==> src/rtl/bpc_pkg.sv <==
/*
 * Shared constants and carrier types of the bidirectional port with
 * change interrupt: register byte offsets, field positions, reset values.
 * Assumes a 32-bit AXI4-Lite register bus with byte addresses.
 */
package bpc_pkg;

    localparam int          BPC_WIDTH       = 8;
    localparam int          BPC_ADDR_W      = 8;

    // register byte offsets
    localparam logic [7:0]  BPC_OFF_PIN     = 8'h00;
    localparam logic [7:0]  BPC_OFF_DIR     = 8'h04;
    localparam logic [7:0]  BPC_OFF_OPTION  = 8'h08;
    localparam logic [7:0]  BPC_OFF_STATUS  = 8'h0C;
    localparam logic [7:0]  BPC_OFF_MASK    = 8'h10;
    localparam logic [7:0]  BPC_OFF_BITSET  = 8'h14;
    localparam logic [7:0]  BPC_OFF_BITCLR  = 8'h18;

    // field positions
    localparam int          BPC_PULLUP_N_BIT = 7;
    localparam int          BPC_CHG_FLAG_BIT = 0;
    localparam int          BPC_CHG_LO       = 4;
    localparam int          BPC_CHG_HI       = 7;
    localparam int          BPC_LVP_PIN      = 4;

    // reset values
    localparam logic [7:0]  BPC_RST_LATCH   = 8'h00;
    localparam logic [7:0]  BPC_RST_DIR     = 8'hFF;
    localparam logic [7:0]  BPC_RST_OPTION  = 8'hFF;
    localparam logic [7:0]  BPC_RST_MASK    = 8'h00;

    localparam logic [1:0]  BPC_RESP_OKAY   = 2'h0;
    localparam logic [1:0]  BPC_RESP_SLVERR = 2'h2;

    // alternate-function overrides, one bit per pin
    typedef struct packed {
        logic [7:0] take;      // function owns direction and data of the pin
        logic [7:0] drive;     // function drives the pin (else high impedance)
        logic [7:0] value;     // level the function drives
    } bpc_alt_s;

    // pin levels handed to the alternate-function peripherals
    typedef struct packed {
        logic ext_int;
        logic sync_serial_data;
        logic sync_serial_clk;
        logic capcomp_io;
        logic lv_prog_select;
        logic timer1_osc_out;
        logic timer1_clk_in;
        logic serial_prog_clk;
        logic timer1_osc_in;
        logic serial_prog_data;
    } bpc_tap_s;

endpackage : bpc_pkg

==> src/rtl/bpc_port.sv <==
/*
 * Eight-bit bidirectional port with weak pull-ups, alternate-function
 * overrides and change interrupt on the upper four pins, behind an
 * AXI4-Lite slave. Assumes pin inputs synchronous to aclk, pads that
 * turn pin_out/pin_oe/pullup_en into the wire level, and a core that
 * raises sleep_active while asleep.
 */
`timescale 1ns/1ns
// What this block does
// - Eight pins each input or output, one byte port with byte direction register.
// - Direction bit one puts the pin driver in high impedance.
// - Direction bit zero drives the pin from its output latch.
// - An enabled alternate function may take over the pin direction.
// - Port read returns pin levels; port write updates the latch only.
// - Every port write samples pins, modifies that value, stores whole latch.
// - One active-low option bit seven enables all weak pull-ups together.
// - Pull-up turns off on any pin configured as output.
// - Pull-ups stay disabled after power-on reset until software enables them.
// - Only upper four input pins join change detection; outputs excluded.
// - Upper inputs compared to last-read value; ORed mismatch sets flag bit zero.
// - A pending change interrupt wakes the device from sleep.
// - Port read or write refreshes compare value; software then clears flag.
// - Persisting mismatch keeps setting the flag, so clearing alone fails.
// - A change coinciding with a port read may be absorbed without a flag.
// - Low-voltage programming disables change detection and pull-up on its pin.
// - Pins shared with interrupt, serial, capture/compare and timer1 functions.
module bpc_port
    import bpc_pkg::*;
(
    input  wire logic                  aclk,
    input  wire logic                  aresetn,
    // write address channel
    input  wire logic [BPC_ADDR_W-1:0] s_axi_awaddr,
    input  wire logic [2:0]            s_axi_awprot,
    input  wire logic                  s_axi_awvalid,
    output logic                       s_axi_awready,
    // write data channel
    input  wire logic [31:0]           s_axi_wdata,
    input  wire logic [3:0]            s_axi_wstrb,
    input  wire logic                  s_axi_wvalid,
    output logic                       s_axi_wready,
    // write response channel
    output logic [1:0]                 s_axi_bresp,
    output logic                       s_axi_bvalid,
    input  wire logic                  s_axi_bready,
    // read address channel
    input  wire logic [BPC_ADDR_W-1:0] s_axi_araddr,
    input  wire logic [2:0]            s_axi_arprot,
    input  wire logic                  s_axi_arvalid,
    output logic                       s_axi_arready,
    // read data channel
    output logic [31:0]                s_axi_rdata,
    output logic [1:0]                 s_axi_rresp,
    output logic                       s_axi_rvalid,
    input  wire logic                  s_axi_rready,
    // pins
    input  wire logic [7:0]            pin_in,
    output logic [7:0]                 pin_out,
    output logic [7:0]                 pin_oe,
    output logic [7:0]                 pullup_en,
    // alternate functions
    input  wire bpc_alt_s              alt,
    output bpc_tap_s                   tap,
    // system
    input  wire logic                  lv_prog_enable,
    input  wire logic                  sleep_active,
    output logic                       wake_req,
    output logic                       irq
);

    function automatic logic hit(input logic [BPC_ADDR_W-1:0] addr, input logic [7:0] off);
        hit = (addr[7:2] == off[7:2]);
    endfunction : hit

    function automatic logic mapped(input logic [BPC_ADDR_W-1:0] addr);
        mapped = hit(addr, BPC_OFF_PIN) || hit(addr, BPC_OFF_DIR) || hit(addr, BPC_OFF_OPTION) ||
                 hit(addr, BPC_OFF_STATUS) || hit(addr, BPC_OFF_MASK) ||
                 hit(addr, BPC_OFF_BITSET) || hit(addr, BPC_OFF_BITCLR);
    endfunction : mapped

    logic [7:0]  sync1_r;
    logic [7:0]  sync2_r;
    logic [7:0]  latch_r;
    logic [7:0]  latch_nxt;
    logic [7:0]  dir_r;
    logic [7:0]  option_r;
    logic [3:0]  last_read_r;
    logic        chg_flag_r;
    logic        chg_mask_r;
    logic        awready_r;
    logic        wready_r;
    logic        bvalid_r;
    logic [1:0]  bresp_r;
    logic        arready_r;
    logic        rvalid_r;
    logic [1:0]  rresp_r;
    logic [31:0] rdata_r;
    logic [7:0]  pin_out_r;
    logic [7:0]  pin_oe_r;
    logic [7:0]  pullup_r;
    logic        irq_r;
    logic        wake_r;
    bpc_tap_s    tap_r;

    logic        wr_go;
    logic        rd_go;
    logic        wr_lane0;
    logic        port_wr;
    logic        port_rd;
    logic        port_access;
    logic [7:0]  eff_input;
    logic [3:0]  chg_enable;
    logic        mismatch;
    logic        flag_clear;

    // write takes address and data together, one write in flight
    assign wr_go    = s_axi_awvalid && s_axi_wvalid && !awready_r && !bvalid_r;
    assign rd_go    = s_axi_arvalid && !arready_r && !rvalid_r;
    assign wr_lane0 = s_axi_wstrb[0];

    // any write to the port data, bit-set or bit-clear address touches the latch
    assign port_wr     = wr_go && (hit(s_axi_awaddr, BPC_OFF_PIN) || hit(s_axi_awaddr, BPC_OFF_BITSET) ||
                                   hit(s_axi_awaddr, BPC_OFF_BITCLR));
    assign port_rd     = rd_go && hit(s_axi_araddr, BPC_OFF_PIN);
    assign port_access = port_wr || port_rd;

    // pin levels pass two flops before anything looks at them
    always_ff @(posedge aclk) begin
        if (!aresetn) begin
            sync1_r <= 8'h00;
            sync2_r <= 8'h00;
        end else begin
            sync1_r <= pin_in;
            sync2_r <= sync1_r;
        end
    end

    // read-modify-write: the sampled pin value is the base of every latch write
    always_comb begin
        latch_nxt = latch_r;
        if (port_wr) begin
            latch_nxt = sync2_r;
            if (wr_lane0) begin
                if (hit(s_axi_awaddr, BPC_OFF_PIN)) begin
                    latch_nxt = s_axi_wdata[7:0];
                end else if (hit(s_axi_awaddr, BPC_OFF_BITSET)) begin
                    latch_nxt = sync2_r | s_axi_wdata[7:0];
                end else begin
                    latch_nxt = sync2_r & ~s_axi_wdata[7:0];
                end
            end
        end
    end

    always_ff @(posedge aclk) begin
        if (!aresetn) begin
            latch_r <= BPC_RST_LATCH;
        end else begin
            latch_r <= latch_nxt;
        end
    end

    // direction, option and mask registers
    always_ff @(posedge aclk) begin
        if (!aresetn) begin
            dir_r      <= BPC_RST_DIR;
            option_r   <= BPC_RST_OPTION;
            chg_mask_r <= 1'b0;
        end else if (wr_go && wr_lane0) begin
            if (hit(s_axi_awaddr, BPC_OFF_DIR)) begin
                dir_r <= s_axi_wdata[7:0];
            end else if (hit(s_axi_awaddr, BPC_OFF_OPTION)) begin
                option_r <= s_axi_wdata[7:0];
            end else if (hit(s_axi_awaddr, BPC_OFF_MASK)) begin
                chg_mask_r <= s_axi_wdata[BPC_CHG_FLAG_BIT];
            end
        end
    end

    // a pin is an input when its owner (alternate function or direction bit) says so
    always_comb begin
        for (int i = 0; i < BPC_WIDTH; i++) begin
            eff_input[i] = alt.take[i] ? !alt.drive[i] : dir_r[i];
        end
    end

    // pin drivers and pull-ups
    always_ff @(posedge aclk) begin
        if (!aresetn) begin
            pin_out_r <= 8'h00;
            pin_oe_r  <= 8'h00;
            pullup_r  <= 8'h00;
        end else begin
            for (int i = 0; i < BPC_WIDTH; i++) begin
                pin_out_r[i] <= alt.take[i] ? alt.value[i] : latch_nxt[i];
                pin_oe_r[i]  <= !eff_input[i];
                pullup_r[i]  <= !option_r[BPC_PULLUP_N_BIT] && eff_input[i];
            end
            if (lv_prog_enable) begin
                pullup_r[BPC_LVP_PIN] <= 1'b0;
            end
        end
    end

    // change detection on the upper inputs
    always_comb begin
        for (int i = 0; i < 4; i++) begin
            chg_enable[i] = eff_input[BPC_CHG_LO + i];
        end
        if (lv_prog_enable) begin
            chg_enable[BPC_LVP_PIN - BPC_CHG_LO] = 1'b0;
        end
    end

    assign mismatch   = |((sync2_r[BPC_CHG_HI:BPC_CHG_LO] ^ last_read_r) & chg_enable);
    assign flag_clear = wr_go && wr_lane0 && hit(s_axi_awaddr, BPC_OFF_STATUS) &&
                        s_axi_wdata[BPC_CHG_FLAG_BIT];

    // compare value refreshes on every port access
    always_ff @(posedge aclk) begin
        if (!aresetn) begin
            last_read_r <= 4'h0;
        end else if (port_access) begin
            last_read_r <= sync2_r[BPC_CHG_HI:BPC_CHG_LO];
        end
    end

    // sticky flag: a set wins over a clear in the same cycle
    always_ff @(posedge aclk) begin
        if (!aresetn) begin
            chg_flag_r <= 1'b0;
        end else if (mismatch && !port_access) begin
            chg_flag_r <= 1'b1;
        end else if (flag_clear) begin
            chg_flag_r <= 1'b0;
        end
    end

    // interrupt and wake-up
    always_ff @(posedge aclk) begin
        if (!aresetn) begin
            irq_r  <= 1'b0;
            wake_r <= 1'b0;
        end else begin
            irq_r  <= chg_flag_r && chg_mask_r;
            wake_r <= sleep_active && chg_flag_r && chg_mask_r;
        end
    end

    // synchronised pin levels handed to the alternate functions
    always_ff @(posedge aclk) begin
        if (!aresetn) begin
            tap_r <= '0;
        end else begin
            tap_r.ext_int          <= sync2_r[0];
            tap_r.sync_serial_data <= sync2_r[1];
            tap_r.sync_serial_clk  <= sync2_r[2];
            tap_r.capcomp_io       <= sync2_r[3];
            tap_r.lv_prog_select   <= sync2_r[4];
            tap_r.timer1_osc_out   <= sync2_r[6];
            tap_r.timer1_clk_in    <= sync2_r[6];
            tap_r.serial_prog_clk  <= sync2_r[6];
            tap_r.timer1_osc_in    <= sync2_r[7];
            tap_r.serial_prog_data <= sync2_r[7];
        end
    end

    // write channels and response
    always_ff @(posedge aclk) begin
        if (!aresetn) begin
            awready_r <= 1'b0;
            wready_r  <= 1'b0;
            bvalid_r  <= 1'b0;
            bresp_r   <= BPC_RESP_OKAY;
        end else begin
            awready_r <= wr_go;
            wready_r  <= wr_go;
            if (wr_go) begin
                bvalid_r <= 1'b1;
                bresp_r  <= mapped(s_axi_awaddr) ? BPC_RESP_OKAY : BPC_RESP_SLVERR;
            end else if (s_axi_bready) begin
                bvalid_r <= 1'b0;
            end
        end
    end

    // read channels
    always_ff @(posedge aclk) begin
        if (!aresetn) begin
            arready_r <= 1'b0;
            rvalid_r  <= 1'b0;
            rresp_r   <= BPC_RESP_OKAY;
            rdata_r   <= 32'h0000_0000;
        end else begin
            arready_r <= rd_go;
            if (rd_go) begin
                rvalid_r <= 1'b1;
                rresp_r  <= mapped(s_axi_araddr) ? BPC_RESP_OKAY : BPC_RESP_SLVERR;
                rdata_r  <= 32'h0000_0000;
                if (hit(s_axi_araddr, BPC_OFF_PIN)) begin
                    rdata_r[7:0] <= sync2_r;
                end else if (hit(s_axi_araddr, BPC_OFF_DIR)) begin
                    rdata_r[7:0] <= dir_r;
                end else if (hit(s_axi_araddr, BPC_OFF_OPTION)) begin
                    rdata_r[7:0] <= option_r;
                end else if (hit(s_axi_araddr, BPC_OFF_STATUS)) begin
                    rdata_r[BPC_CHG_FLAG_BIT] <= chg_flag_r;
                end else if (hit(s_axi_araddr, BPC_OFF_MASK)) begin
                    rdata_r[BPC_CHG_FLAG_BIT] <= chg_mask_r;
                end else if (hit(s_axi_araddr, BPC_OFF_BITSET) || hit(s_axi_araddr, BPC_OFF_BITCLR)) begin
                    rdata_r[7:0] <= latch_r;
                end
            end else if (s_axi_rready) begin
                rvalid_r <= 1'b0;
            end
        end
    end

    assign s_axi_awready = awready_r;
    assign s_axi_wready  = wready_r;
    assign s_axi_bvalid  = bvalid_r;
    assign s_axi_bresp   = bresp_r;
    assign s_axi_arready = arready_r;
    assign s_axi_rvalid  = rvalid_r;
    assign s_axi_rresp   = rresp_r;
    assign s_axi_rdata   = rdata_r;
    assign pin_out       = pin_out_r;
    assign pin_oe        = pin_oe_r;
    assign pullup_en     = pullup_r;
    assign tap           = tap_r;
    assign irq           = irq_r;
    assign wake_req      = wake_r;

endmodule : bpc_port

==> config.mk <==
export PLATFORM = sky130hd
export DESIGN_NAME = bpc_port
export DESIGN_NICKNAME = d
export VERILOG_FILES = /design/src/rtl/bpc_pkg.sv /design/src/rtl/bpc_port.sv
export SDC_FILE = /design/constraint.sdc
export NUM_CORES = 1
export LEC_CHECK = 0
export BUFFER_PORTS_ARGS = -buffer_cell sky130_fd_sc_hd__buf_2
export CORE_MARGIN = 1
export CORE_UTILIZATION = 45
export CTS_CLUSTER_SIZE = 8
export DETAILED_ROUTE_END_ITERATION = 16
export GPL_ROUTABILITY_DRIVEN = 0
export GPL_TIMING_DRIVEN = 0
export PLACE_DENSITY_LB_ADDON = 0.08
export SLEW_MARGIN = 10
export SYNTH_ARGS = -nofsm -noshare
export SYNTH_HDL_FRONTEND = slang
export SYNTH_SLANG_ARGS = --single-unit
==> constraint.sdc <==
create_clock -name aclk -period 2.41 [get_ports aclk]
set_input_delay 0.482 -clock aclk [delete_from_list [all_inputs] [get_ports aclk]]
set_output_delay 0.482 -clock aclk [all_outputs]
set_load 0.005 [all_outputs]
==> metrics list <==
- The flow ran to the end, and the final reports show no timing, DRC or antenna violations.
- STA classifies the critical path endpoint as a flip-flop.
* CTS tree: done
* Die outline width: about 95 µm
- In this run, synthesis inferred 0 flip-flops with an integrated enable.
* Final hold vios: 0
* Post-layout minimum cycle time: 2.18 ns
* Count of TritonRoute iterations in the first routing pass: 5
- After clock tree synthesis, the flow added hold-fix buffers numbering 0.
- Entering global routing, the biggest net connects 17 pins.
* Post-route core utilization: 58.4%
- Dividing the detail-routed wire length by the instance count gives 14.7 µm.
* Cell area reported after detailed placement: 0.00464 mm²
- Power spread over the standard cell area amounts to 594 mW/mm².
- The worst register-to-register path begins at s_axi_rvalid.
- # fillers: about 790
* Slew HR: 41.2%
* Required time at the endpoint of the critical path: 2.70 ns
- Hpwl dp: 7410 µm
* Area used by sequential logic in the layout: 0.00186 mm²
- Finish-stage setup viols: 0
* Design Area, Final: approximately 0.0048 mm²
* # Post-CTS Setup Buffers: 0
- For the final database, setup skew stands at about 0.0053 ns.
* GRT Resource Usage Total: 23.6%
* Later-pin clock latency in the skew report: 0.36 ns
- Summed negative setup slack over all endpoints: 0 ns
- Starting density of the core: a little under half
- Timing would allow up to 459 MHz.
- DRC violation count after routing: 0
- Counting stages on the worst path, the most repeated cell is clkbuf_1.
- Minimum hold slack: 0.297 ns
* Via count: 3,551
- Leading post-synthesis cells by cell area: dfxtp_1 (48%), buf_4 (5.8%), and2_1 (4.9%)
- The number of antenna diodes in the final layout is 0.
- Unrepaired setup endpoints after global routing: no
* Depth of the worst register-to-register path: 5
- The final layout contains 689 nets.
* First-pass GRT wire length: 15,500 µm
- The critical path starts at s_axi_rvalid.
- Capture point of the worst reg-to-reg path: s_axi_rresp[1]
* Worst hold path cell count: 2
- Die area: 0.00897 mm²
- Multi-input gate area in the final layout: 0.00171 mm²
- For this design, the slowest cell found on the critical path is clkbuf_1.
* Largest vdd supply drop: 0.343 mV
- For this run, asynchronously set or reset flops after synthesis account for 0%.
* Detail Route Antenna Nets: 0
- Chip height: 94.7 µm
* Worst Max-Slew Pin Slew: around 0.9 ns
- Row generation in the floorplan step produced 33 rows.
- For this run the aggregate overflow at the end of global routing stands at 0.
- Final std cells w/o fill: 700
* Drt initial violations: 258
- Post-Syn Instances: 444
- In the synthesized netlist the dominant register cell turns out to be dfxtp_1.
- At the worst endpoint, the arrival time is approximately 2.5 ns.
- During I/O placement, the number of pins put on the boundary was 176.
- Hold WC Path Type: in -> reg
* Yosys synthesis warning count: 0
- Number of H-tree levels: 3
* Core region area: 0.00826 mm²
- In this run the tool buffered the top-level ports with 110 buffer cells.
- The clock net in this run drives a total of 93 sinks.
* Cell leakage power: 2.31 nW
- Max-slew violations: 0
- In the routed layout, each cell is associated on average with a via count of 5.07.
- CTS placed an instance of clkbuf_8 at the clock tree root.
- Number of storage elements in the synthesis netlist: 93
- Ordered cell list for the critical path: nor3b_1 > clkbuf_1 > clkbuf_1 > o21ai_0 > a31oi_1
- Worst setup path class: reg -> reg
* Setup slack of the worst register-to-register path: 0.23 ns
* Startpoint class of the critical path: flip-flop
- Largest driver fanout on the critical path: 10
- After clock tree synthesis, the clock-pin slew on the worst setup and hold paths is roughly 0.090 ns.
- The final layout contains routed wiring with a total length of 10,300 µm.
- The initial antenna violation count came to 0.
* Cell area after technology mapping: 0.00387 mm²
- Sequential cell area fraction in the yosys report: about half
- Cell taking the most area after synthesis: dfxtp_1
- Total design power: 2.86 mW
- Total clock buffers created by CTS: 9
* Post_cts resized: 0
- For hold timing, the worst endpoint is pullup_en[4].
- CTS max path bufs: 2
- Placed cells: roughly 700
* Final WS setup: 0.232 ns
- For this run, the slowest stage of the critical path takes 0.50 ns.
- The netlist uses 41 different library cells.
* Crit share post-route: 90.4%
- Across the run, the number of max-cap violations was 0.
* Syn avg cell area: 8.71 µm²
- Min-delay src: lv_prog_enable
* Vias in the first global route: about 3,000
- Compared with the post-synthesis result, the final layout area differs by 24.6%.
- After synthesis, the largest area contributor takes up 48.1% of total cell area.
* Post-place setup slack: 0.0419 ns
* Share of layout cells above drive strength 1: 27.6%
## logic make-up after synthesis
family / Yosys count / share of synthesized area, %
AO/OA/AOI/OAI: 98 / 15.2
XOR/XNOR: 5 / 1.13
buffers and inverters: 71 / 10.2
flip-flops: 93 / 48.1
multiplexers: 13 / 3.36
other: 1 / 0.0969
AND/OR/NAND/NOR: 163 / 21.9
## synth_stat cells (2+ instances only)
cell type,number
a31oi_1,18
nor2b_1,10
o21ai_0,32
inv_1,20
dfxtp_1,93
nand2_1,49
a21oi_1,20
xnor2_1,5
buf_6,2
o22ai_1,9
o211ai_1,2
nor3b_1,2
a211oi_1,6
o221ai_1,7
nand3_1,12
mux2i_1,13
nor2_1,32
or3_1,8
and3_1,3
clkbuf_1,17
nand4_1,2
and2_1,30
nor3_1,5
buf_4,30
## state kept, by name, indices dropped and copies added, names as in the netlist, 4 cells and up
name	cells
last_read_r	4
dir_r	8
tap	7
option_r	8
sync1_r	8
s_axi_rdata	8
sync2_r	8
pullup_en	8
latch_r	8
pin_oe	8
pin_out	8
## cell type report
class	count	area share, %
clock buffers	10	2.65
flip-flops and latches	93	38.6
clock inverters	6	0.934
multi-input cells	305	35.5
well taps	105	2.72
inverters	21	1.63
plain buffers	50	6.56
repair buffers	110	11.4
## critical path: cells and delay by family, from the launching register on
kind / cells / cell delay (ns)
buffers and inverters: 2 / 0.97
DFF: 1 / 0.34
AOI/OAI and AO/OA: 2 / 0.34
and+or+nand+nor: 1 / 0.45
## power by group
part	leakage [nW]	internal, mW	total, mW	switching, mW
Combinational	1.46	0.145	0.319	0.174
Sequential	0.758	1.58	1.59	0.0193
Clock	0.0914	0.385	0.950	0.565
## cell usage in the layout (no fill, tap or decap), drive strengths merged, types with 2 or more instances in the layout
cell	Yosys	routed
a211oi	6	6
nor2b	10	10
and2	30	30
a21oi	20	20
o21ai	33	33
xnor2	5	5
mux2i	13	13
clkinv	1	4
clkbuf	17	27
or3	8	8
o221ai	7	7
nor2	32	32
a31oi	18	18
o211ai	2	2
conb	1	26
nand2b	2	2
nor3b	2	2
nand2	49	49
nor3	5	5
o22ai	9	9
nor4b	2	2
nand3	12	12
nand4	3	3
dfxtp	93	93
and3	3	3
inv	20	23
buf	33	143
## worst max-delay path by stage
| stage | end | slack [ns] |
|---|---|---|
| after detailed placement | pin_out[6] | 0.04 |
| after CTS | s_axi_rresp[1] | 0.25 |
| after floorplan | pin_out[4] | 0.55 |
| after global routing | s_axi_rdata[1] | 0.05 |
| final | s_axi_rresp[1] | 0.23 |
| after global placement | pin_out[6] | 0.04 |
## routing by layer
metal / up-vias / GRT usage, % / share of wire (%) / wire length (µm)
met5: - / 0 / 0 / 0
met4: 0 / 6.57 / 1.6 / 163
met3: 17 / 6.04 / 8.9 / 918
met2: 172 / 37.2 / 45 / 4680
met1: 1606 / 31.9 / 44 / 4540
li1: 1756 / - / - / -
(Power assumes the default switching activity.)
